## src/verilog/pcrs_pkg.sv

```systemverilog
/*
 * Shared constants for the fetch pointer and return stack block.
 * Assumes a single core clock and one binary-encoded operation per cycle from decode.
 */
package pcrs_pkg;
    localparam int ADDR_W = 21;
    localparam int PTR_W = 5;
    localparam int DBG_PTR_W = 6;
    localparam int DEPTH = 31;
    localparam int DBG_DEPTH = 35;
    localparam int UPPER_W = 5;
    localparam int HIGH_LSB = 8;
    localparam int HIGH_MSB = 15;
    localparam int UPPER_LSB = 16;
    localparam int UPPER_MSB = 20;
    localparam logic [20:0] ADDR_ZERO = 21'h000000;
    localparam logic [20:0] STEP = 21'h000002;
    localparam logic [20:0] MEM_TOP_DEFAULT = 21'h007FFF;
    localparam logic [7:0] LOW_LSB_MASK = 8'hFE;
    localparam logic [7:0] BYTE_ZERO = 8'h00;
    localparam logic [4:0] UPPER_ZERO = 5'h00;
    localparam logic [7:0] STATUS_KEEP_MASK = 8'h18;
    localparam logic [7:0] STATUS_RESTORE_MASK = 8'hE7;
    localparam logic [5:0] PTR_ZERO = 6'h00;
    localparam logic [5:0] PTR_ONE = 6'h01;

    typedef enum logic [3:0] {
        PCRS_OP_NONE,
        PCRS_OP_SEQ,
        PCRS_OP_JUMP,
        PCRS_OP_CALL,
        PCRS_OP_IRQ,
        PCRS_OP_RETURN,
        PCRS_OP_SW_PUSH,
        PCRS_OP_SW_POP
    } pcrs_op_t;
endpackage : pcrs_pkg

```

## src/verilog/pcrs_shadow.sv

```systemverilog
/*
 * One-level shadow of status, working and bank-select registers.
 * Assumes the core applies restore values in the cycle restore_o is high.
 */
`timescale 1ns/100ps
module pcrs_shadow (
    input wire logic ref_clk_i,
    input wire logic rst_i,
    input wire logic save_i,
    input wire logic restore_i,
    input wire logic [7:0] status_i,
    input wire logic [7:0] working_register_i,
    input wire logic [7:0] bank_select_register_i,
    output logic restore_o,
    output logic [7:0] status_o,
    output logic [7:0] working_register_o,
    output logic [7:0] bank_select_register_o
);
    logic [7:0] stat_r, stat_nxt;
    logic [7:0] work_r, work_nxt;
    logic [7:0] bank_r, bank_nxt;

    always_comb begin
        stat_nxt = stat_r;
        work_nxt = work_r;
        bank_nxt = bank_r;
        if (save_i) begin
            stat_nxt = status_i;
            work_nxt = working_register_i;
            bank_nxt = bank_select_register_i;
        end
    end

    always_ff @(posedge ref_clk_i or posedge rst_i) begin
        if (rst_i) begin
            stat_r <= pcrs_pkg::BYTE_ZERO;
            work_r <= pcrs_pkg::BYTE_ZERO;
            bank_r <= pcrs_pkg::BYTE_ZERO;
        end else begin
            stat_r <= stat_nxt;
            work_r <= work_nxt;
            bank_r <= bank_nxt;
        end
    end

    // Timeout and power-down bits pass through from the live status.
    assign status_o = (stat_r & pcrs_pkg::STATUS_RESTORE_MASK)
        | (status_i & pcrs_pkg::STATUS_KEEP_MASK);
    assign working_register_o = work_r;
    assign bank_select_register_o = bank_r;
    assign restore_o = restore_i;
endmodule : pcrs_shadow

```

## src/verilog/pcrs_core.sv

```systemverilog
/*
 * Fetch pointer, latches and return address stack of the core.
 * Assumes decode gives one operation per cycle on op_i and that software
 * accesses arrive as one-cycle strobes from the same clock domain.
 */
`timescale 1ns/100ps
// How it works
// - Fetch address is 21 bits in low, high and upper bytes.
// - Only the low byte is directly readable and writable by software.
// - Writing the low byte loads high and upper bytes from latches.
// - Reading the low byte copies high and upper bytes into latches.
// - Bit zero stays zero; sequential fetch adds two.
// - Calls, jumps and branches load the address directly, ignoring latches.
// - Calls and interrupts push, returns pop; latches stay unchanged.
// - Stack holds 31 entries, or 35 with six-bit pointer in debug mode.
// - Push increments pointer first, then writes next address.
// - Pop reads the addressed entry, then decrements the pointer.
// - Pointer resets to zero; slot zero has no storage.
// - Top-entry registers access only the currently addressed entry.
// - Software reads and writes the pointer, range 0 to 31, or 0 to 63 in debug mode.
// - Full flag sets on the 32nd push without a pop, or the 36th in debug mode.
// - With fault reset enabled, overflow resets device and zeroes pointer.
// - Without it, pointer stays 31 (35 in debug mode) and further pushes overwrite that entry.
// - Software writing the full flag never requests a reset.
// - Empty pop returns zero, sets flag, resets if enabled.
// - Flags clear only by software write or power-on reset.
// - Software push stores current address; software pop only decrements.
// - Interrupt saves status, working, bank; fast return restores most.
// - Fast call saves and fast return restores the shadow registers.
// - Addresses beyond implemented memory read back as all zeros.
module pcrs_core #(
    parameter logic [20:0] MEM_TOP = pcrs_pkg::MEM_TOP_DEFAULT
) (
    input wire logic ref_clk_i,
    input wire logic rst_i,
    input wire logic por_i,
    input wire pcrs_pkg::pcrs_op_t op_i,
    input wire logic fast_i,
    input wire logic [20:0] target_i,
    input wire logic stack_fault_reset_enable_i,
    input wire logic in_circuit_debug_mode_i,
    input wire logic low_wr_i,
    input wire logic low_rd_i,
    input wire logic [7:0] wdata_i,
    input wire logic high_latch_wr_i,
    input wire logic upper_latch_wr_i,
    input wire logic ptr_wr_i,
    input wire logic top_low_wr_i,
    input wire logic top_high_wr_i,
    input wire logic top_upper_wr_i,
    input wire logic full_flag_wr_i,
    input wire logic empty_flag_wr_i,
    input wire logic [7:0] status_i,
    input wire logic [7:0] working_register_i,
    input wire logic [7:0] bank_select_register_i,
    input wire logic [15:0] mem_rdata_i,
    output logic [20:0] fetch_addr_o,
    output logic [15:0] instr_o,
    output logic [7:0] fetch_addr_low_byte_o,
    output logic [7:0] high_byte_latch_o,
    output logic [4:0] upper_byte_latch_o,
    output logic [5:0] return_stack_pointer_o,
    output logic [20:0] top_entry_o,
    output logic stack_full_flag_o,
    output logic stack_empty_pop_flag_o,
    output logic stack_reset_req_o,
    output logic restore_o,
    output logic [7:0] status_o,
    output logic [7:0] working_register_o,
    output logic [7:0] bank_select_register_o
);
    localparam int AW = pcrs_pkg::ADDR_W;

    logic [AW-1:0] stack_mem [1:pcrs_pkg::DBG_DEPTH];
    logic [AW-1:0] pc_r, pc_nxt;
    logic [7:0] hlat_r, hlat_nxt;
    logic [4:0] ulat_r, ulat_nxt;
    logic [5:0] sp_r, sp_nxt;
    logic ovf_r, ovf_nxt;
    logic unf_r, unf_nxt;
    logic rst_req_r, rst_req_nxt;
    logic wr_en;
    logic [5:0] wr_idx;
    logic [AW-1:0] wr_val;
    logic [5:0] max_ptr;
    logic [AW-1:0] top_val;
    logic push;
    logic pop;
    logic save;

    // Debug mode widens the pointer to reach the extra debugger entries.
    assign max_ptr = in_circuit_debug_mode_i ? 6'(pcrs_pkg::DBG_DEPTH)
                                             : 6'(pcrs_pkg::DEPTH);
    assign top_val = (sp_r == pcrs_pkg::PTR_ZERO) ? pcrs_pkg::ADDR_ZERO
                                                  : stack_mem[sp_r];
    assign push = (op_i == pcrs_pkg::PCRS_OP_CALL)
               || (op_i == pcrs_pkg::PCRS_OP_IRQ)
               || (op_i == pcrs_pkg::PCRS_OP_SW_PUSH);
    assign pop = (op_i == pcrs_pkg::PCRS_OP_RETURN);
    assign save = (op_i == pcrs_pkg::PCRS_OP_IRQ)
               || (op_i == pcrs_pkg::PCRS_OP_CALL && fast_i);

    always_comb begin
        pc_nxt = pc_r;
        hlat_nxt = hlat_r;
        ulat_nxt = ulat_r;
        sp_nxt = sp_r;
        ovf_nxt = ovf_r;
        unf_nxt = unf_r;
        rst_req_nxt = 1'b0;
        wr_en = 1'b0;
        wr_idx = sp_r;
        wr_val = pc_r;
        case (op_i)
            pcrs_pkg::PCRS_OP_SEQ: begin
                pc_nxt = pc_r + pcrs_pkg::STEP;
            end
            pcrs_pkg::PCRS_OP_JUMP: begin
                pc_nxt = target_i;
            end
            pcrs_pkg::PCRS_OP_CALL, pcrs_pkg::PCRS_OP_IRQ,
            pcrs_pkg::PCRS_OP_SW_PUSH: begin
                if (sp_r >= max_ptr) begin
                    ovf_nxt = 1'b1;
                    if (stack_fault_reset_enable_i) begin
                        rst_req_nxt = 1'b1;
                        sp_nxt = pcrs_pkg::PTR_ZERO;
                    end else begin
                        wr_en = 1'b1;
                        wr_idx = max_ptr;
                    end
                end else begin
                    sp_nxt = sp_r + pcrs_pkg::PTR_ONE;
                    wr_en = 1'b1;
                    wr_idx = sp_nxt;
                end
                if (op_i != pcrs_pkg::PCRS_OP_SW_PUSH) begin
                    pc_nxt = target_i;
                end
            end
            pcrs_pkg::PCRS_OP_RETURN: begin
                if (sp_r == pcrs_pkg::PTR_ZERO) begin
                    pc_nxt = pcrs_pkg::ADDR_ZERO;
                    unf_nxt = 1'b1;
                    rst_req_nxt = stack_fault_reset_enable_i;
                end else begin
                    pc_nxt = top_val;
                    sp_nxt = sp_r - pcrs_pkg::PTR_ONE;
                end
            end
            pcrs_pkg::PCRS_OP_SW_POP: begin
                if (sp_r != pcrs_pkg::PTR_ZERO) begin
                    sp_nxt = sp_r - pcrs_pkg::PTR_ONE;
                end
            end
            default: begin
            end
        endcase
        // Software top-entry writes act after any push in the same cycle.
        if (top_low_wr_i || top_high_wr_i || top_upper_wr_i) begin
            if (sp_nxt != pcrs_pkg::PTR_ZERO) begin
                wr_idx = sp_nxt;
                wr_val = wr_en ? pc_r : stack_mem[sp_nxt];
                wr_en = 1'b1;
                if (top_low_wr_i) begin
                    wr_val[7:0] = wdata_i;
                end
                if (top_high_wr_i) begin
                    wr_val[pcrs_pkg::HIGH_MSB:pcrs_pkg::HIGH_LSB] = wdata_i;
                end
                if (top_upper_wr_i) begin
                    wr_val[pcrs_pkg::UPPER_MSB:pcrs_pkg::UPPER_LSB] =
                        wdata_i[pcrs_pkg::UPPER_W-1:0];
                end
            end
        end
        if (ptr_wr_i) begin
            sp_nxt = wdata_i[5:0];
            if (!in_circuit_debug_mode_i) begin
                sp_nxt[5] = 1'b0;
            end
        end
        if (low_wr_i) begin
            pc_nxt = {ulat_r, hlat_r,
                      wdata_i & pcrs_pkg::LOW_LSB_MASK};
        end
        if (high_latch_wr_i) begin
            hlat_nxt = wdata_i;
        end
        if (upper_latch_wr_i) begin
            ulat_nxt = wdata_i[pcrs_pkg::UPPER_W-1:0];
        end
        if (low_rd_i) begin
            hlat_nxt = pc_r[pcrs_pkg::HIGH_MSB:pcrs_pkg::HIGH_LSB];
            ulat_nxt = pc_r[pcrs_pkg::UPPER_MSB:pcrs_pkg::UPPER_LSB];
        end
        // Hardware set outranks a software clear in the same cycle.
        if (full_flag_wr_i && !(push && sp_r >= max_ptr)) begin
            ovf_nxt = wdata_i[0];
        end
        if (empty_flag_wr_i && !(pop && sp_r == pcrs_pkg::PTR_ZERO)) begin
            unf_nxt = wdata_i[1];
        end
        pc_nxt[0] = 1'b0;
    end

    always_ff @(posedge ref_clk_i) begin
        if (wr_en) begin
            stack_mem[wr_idx] <= wr_val;
        end
    end

    always_ff @(posedge ref_clk_i or posedge rst_i) begin
        if (rst_i) begin
            pc_r <= pcrs_pkg::ADDR_ZERO;
            hlat_r <= pcrs_pkg::BYTE_ZERO;
            ulat_r <= pcrs_pkg::UPPER_ZERO;
            sp_r <= pcrs_pkg::PTR_ZERO;
            rst_req_r <= 1'b0;
        end else begin
            pc_r <= pc_nxt;
            hlat_r <= hlat_nxt;
            ulat_r <= ulat_nxt;
            sp_r <= sp_nxt;
            rst_req_r <= rst_req_nxt;
        end
    end

    // Flags survive ordinary resets, including the one they request.
    always_ff @(posedge ref_clk_i or posedge por_i) begin
        if (por_i) begin
            ovf_r <= 1'b0;
            unf_r <= 1'b0;
        end else begin
            ovf_r <= ovf_nxt;
            unf_r <= unf_nxt;
        end
    end

    pcrs_shadow u_shadow (
        .ref_clk_i(ref_clk_i),
        .rst_i(rst_i),
        .save_i(save),
        .restore_i(pop && fast_i),
        .status_i(status_i),
        .working_register_i(working_register_i),
        .bank_select_register_i(bank_select_register_i),
        .restore_o(restore_o),
        .status_o(status_o),
        .working_register_o(working_register_o),
        .bank_select_register_o(bank_select_register_o)
    );

    assign fetch_addr_o = pc_r;
    // Unimplemented space fetches as zero, which decodes as no-operation.
    assign instr_o = (pc_r > MEM_TOP) ? 16'h0000 : mem_rdata_i;
    assign fetch_addr_low_byte_o = pc_r[7:0];
    assign high_byte_latch_o = hlat_r;
    assign upper_byte_latch_o = ulat_r;
    assign return_stack_pointer_o = sp_r;
    assign top_entry_o = top_val;
    assign stack_full_flag_o = ovf_r;
    assign stack_empty_pop_flag_o = unf_r;
    assign stack_reset_req_o = rst_req_r;
endmodule : pcrs_core

```

## config.mk

```make
export PLATFORM = sky130hd
export DESIGN_NAME = pcrs_core
export DESIGN_NICKNAME = d
export VERILOG_FILES = /design/src/verilog/pcrs_pkg.sv /design/src/verilog/pcrs_shadow.sv /design/src/verilog/pcrs_core.sv
export SDC_FILE = /design/constraint.sdc
export NUM_CORES = 1
export LEC_CHECK = 0
export BUFFER_PORTS_ARGS = -buffer_cell sky130_fd_sc_hd__buf_2
export CAP_MARGIN = 10
export CORE_MARGIN = 1.5
export CORE_UTILIZATION = 37
export DETAILED_ROUTE_END_ITERATION = 7
export PLACE_DENSITY = 0.52
export SLEW_MARGIN = 40
export SYNTH_ARGS = -nofsm -noshare
export SYNTH_HDL_FRONTEND = slang
export SYNTH_SLANG_ARGS = --single-unit
```

## constraint.sdc

```tcl
create_clock -name ref_clk_i -period 12.7 [get_ports ref_clk_i]
set_input_delay 1.27 -clock ref_clk_i [delete_from_list [all_inputs] [get_ports ref_clk_i]]
set_output_delay 1.27 -clock ref_clk_i [all_outputs]
set_load 0.02 [all_outputs]
```

==> summary.md <==
| Metric | Value |
|---|---|
| Port Buffers | 194 |
| Effective utilization at floorplan | roughly 37% |
| Reg2reg start | return_stack_pointer_o[5] |
| Placer congestion estimate | 0.9128 |
| Upper clock frequency limit | 145.2 MHz |
| FF-to-FF setup slack | 5810 ps |
| Worst r2r path cells | 17 |
| PwrDens | 170.5 nW/um^2 |
| Post-Route WL | 150100 um |
| Most common cell on crit path | buf_4 |
| Run status | finished clean |
| CP arrival | 7240 ps |
| Post-CTS Resized | 0 |
| CTS Sinks | around 800 |
| Placed instance count | 4677 |
| CTS tree | done |
| Final non-filler cell total | 4842 |
| Fill cells | about 9900 |
| Number of max-cap violations | 0 |
| Largest net degree at the start of global routing | 137 |
| Antenna fix cells | 0 |
| Slew HR | 36.53% |
| Global-route wire length before repair | around 210000 um |
| Static leakage | 15.74 nW |
| Crit path capture type | flip-flop |
| Max-slew violation count | 0 |
| Design Area, Final | 45820 sq um |
| IO Pins | between 200 and 250 |
| Die X | 331.1 um |
| Hpwl dp | just over 90000 um |
| DRC viols | 0 |
| Setup WS post-layout | slightly below 6000 ps |
| Max clock buf depth | 3 |
| Sequential area share after synthesis | between 50% and 60% |
| Net Sw Power | between 2 and 3 mW |
| Internal power | between 5 and 6 mW |
| Req. time, crit path | 13060 ps |
| Distinct cells, synth | 90 |
| Syn avg cell area | ~12 sq um |
| CP max stage delay | 610 ps |
| Core area | 106900 sq um |
| Initial antenna violation count | 2 |
| YS warnings | 0 |
| WP depth | 17 |
| CP Launch Point | return_stack_pointer_o[5] |
| Gate Count Post-Synth | 3213 |
| Tmin final | 6886 ps |
| VDD IR max | 97.89 uV |
| FP Rows | 120 |
| Slew at the pin closest to its max-slew limit | 949.7 ps |
| Fin crit share | 54.22% |
| Worst path cell trace | buf_4 > ha_1 > a21oi_1 > and2_1 > nand2_1 > o211ai_1 > buf_4 > buf_4 > and2_4 > buf_12 > buf_4 > mux2i_1 > o32ai_1 > or4_1 > o31ai_1 > a31oi_2 > buf_4 |
| Vias per cell | 6.202 |
| Die Span Y | 331.1 um |
| Synth Register Bits | around 800 |
| Startpoint types | flip-flop |
| Layout Nets | about 3500 |
| Total CTS buffers | 88 |
| Clock network power share | 31.8% |
| Min-Delay Path Class | in2async |
| Most used DFF post-synth | edfxtp_1 |
| Post-synth EDFFs | around 740 |
| CP top delay family | buffers and inverters |
| Total Routing Usage GR | 26.88% |
| CTS H-tree lvls | 3 |
| Final hold vios | 0 |
| Crit Path Max Fanout | 45 |
| RSZ-0062 raised after global routing | no |
| Worst Setup EP | stack_mem[26][12] |
| FF-to-FF End | stack_mem[26][12] |
| Area of the mapped netlist | between 30000 and 40000 sq um |
| Setup TNS Final | 0 ps |
| Power, Total | 7.812 mW |
| Vias in the first global route | 27951 |
| Drt pass-1 iters | 7 |
| Setup CP Type | reg2reg |
| Worst Path Buf+Inv | 6 |
| Final Setup Violations | 0 |
| Routed WL per cell | 30.99 um |
| Max stage delay cell, worst path | o31ai_1 |
| Area grow syn2layout | 15.04% |
| Skew-Pair Late Insertion Delay | 670 ps |
| Layout cells sized above 1 | 22.65% |
| Combinational fraction of design power | 26.3% |
| Antenna-violating nets left | 0 |
| GRT overflow | 0 |
| Post-synth ARST share | ~8.0% |
| Die area | 109600 sq um |
| Hold Buf Count CTS | 0 |
| Switching part of the total | between 30% and 40% |
| Root Buffer | clkbuf_16 |
| Clock slew at reported path FFs | ~60 ps |
| Vias post-DR | 30029 |
| Share of power burned in registers | a little over two fifths |
| Setup Fix Bufs, Post-CTS | 0 |
| Initial DRC Count | 3768 |
| Worst Skew | 24.69 ps |
| Placement Cell Area | around 43000 sq um |
| Post-Place Worst Slack | 5332 ps |
[cell type report]
type / count / area, sq um / area share, %
inverter: 20 / 75.07 / 0.1638
tap: 1403 / 1755 / 3.831
clock buffer: 115 / 2346 / 5.120
multi-input combinational: 2132 / 15460 / 33.74
sequential: 799 / 23690 / 51.69
timing repair buffer: 326 / 2105 / 4.593
clock inverter: 47 / 394.1 / 0.8601
[state kept, by name, summed over array words and instances, names as in the netlist, 5 cells and up]
register,flops
upper_byte_latch_o,5
high_byte_latch_o,8
return_stack_pointer_o,6
u_shadow.bank_select_register_o,8
fetch_addr_o,20
stack_mem,735
u_shadow.stat_r,6
u_shadow.working_register_o,8
[placed cells by master (no fill, tap or decap), types with 7 or more instances in the layout]
| cell | count |
|---|---|
| o31ai_1 | 7 |
| nand4_1 | 27 |
| a31oi_2 | 10 |
| and2_1 | 21 |
| a221oi_1 | 29 |
| clkinv_2 | 10 |
| mux4_2 | 179 |
| a311oi_1 | 29 |
| edfxtp_1 | 735 |
| a21oi_1 | 108 |
| nand2_1 | 654 |
| o21ai_0 | 78 |
| a311o_1 | 21 |
| nand2b_1 | 7 |
| mux2_2 | 38 |
| clkbuf_16 | 90 |
| nand3_1 | 293 |
| clkbuf_1 | 25 |
| ha_1 | 7 |
| o2bb2ai_1 | 8 |
| buf_4 | 116 |
| mux2i_1 | 90 |
| a31oi_1 | 41 |
| o22ai_1 | 14 |
| o211ai_1 | 22 |
| dfrtp_1 | 60 |
| inv_1 | 15 |
| nor2_1 | 111 |
| nor3_1 | 17 |
| nor2_4 | 33 |
| nor2_2 | 11 |
| a211o_1 | 7 |
| a211oi_1 | 68 |
| and3_1 | 53 |
| clkinv_1 | 20 |
| a22oi_1 | 13 |
| buf_2 | 194 |
[kinds of logic after synthesis]
group / synth area share, %
AOI/OAI and AO/OA: 9.452
xor gates and xnor gates: 0.04398
adders and majority gates: 0.2199
buffers and inverters: 3.188
DFF: 59.43
muxes: 13.46
other: 0.009414
and+or+nand+nor: 14.20
[power by group through the flow]
stage          Sequential (mW)  Clock [mW]  Combinational (mW)
2_1_floorplan             3.34           0                1.16
3_3_place_gp              3.32           0                2.00
3_5_place_dp              3.32           0                2.02
4_1_cts                   3.27        2.51                2.02
5_1_grt                   3.28        2.61                2.17
6_report                  3.27        2.48                2.06
[synth_stat cells (all sizes together) (8+ instances only)]
cell	number	area (sq um)
nand2	657	2471
clkbuf	98	367.9
o211ai	22	165.2
nand4	27	168.9
o2bb2ai	8	70.07
nor3	26	161.4
mux2i	90	900.9
o21ai	85	432.9
nand3	294	1476
inv	18	67.56
a221oi	35	306.5
a311o	21	210.2
and3	53	331.6
a211oi	72	545.5
a21oi	111	555.5
buf	165	827.0
nor2	155	591.8
nand2b	8	50.05
mux2	38	427.9
o22ai	14	87.58
a311oi	29	254.0
and2	23	147.6
a22oi	13	97.59
edfxtp	735	22070
a31oi	52	325.3
mux4	179	4031
dfrtp	64	1602
[per-stage QoR]
| step | util, % | hold slack, ps |
|---|---|---|
| after global routing | 42.86 | 479.9 |
| after global placement | 40.05 | 484.0 |
| final | 42.86 | 456.2 |
| after detailed placement | 40.25 | 490.3 |
| after floorplan | - | 608.6 |
| after CTS | 42.81 | 432.1 |
[layer usage]
layer	part of all wire (%)	track usage (%)	vias up
li1	-	-	12710
met3	10	5.160	272
met1	41	37.53	15228
met4	3.6	9.802	2
met2	45	41.71	1817
met5	0.0073	0	-
[worst min path at each step]
stage	start	endpoint	slack [ps]
2_1_floorplan	stack_empty_pop_flag_o	stack_empty_pop_flag_o	610
3_3_place_gp	u_shadow.working_register_o[1]	u_shadow.working_register_o[1]	480
3_5_place_dp	u_shadow.bank_select_register_o[2]	u_shadow.bank_select_register_o[2]	490
4_1_cts	por_i	stack_empty_pop_flag_o	430
5_1_grt	por_i	stack_empty_pop_flag_o	480
6_report	por_i	stack_empty_pop_flag_o	460
[worst register-to-register path: stages, from the launching register on]
cell and delay, ps:
dfrtp_1 320, buf_4 500, ha_1 390, a21oi_1 230
and2_1 410, nand2_1 170, o211ai_1 310, buf_4 370
buf_4 500, and2_4 490, buf_12 290, buf_4 600
mux2i_1 270, o32ai_1 100, or4_1 570, o31ai_1 610
a31oi_2 170, buf_4 280
(Power assumes the default switching activity.)
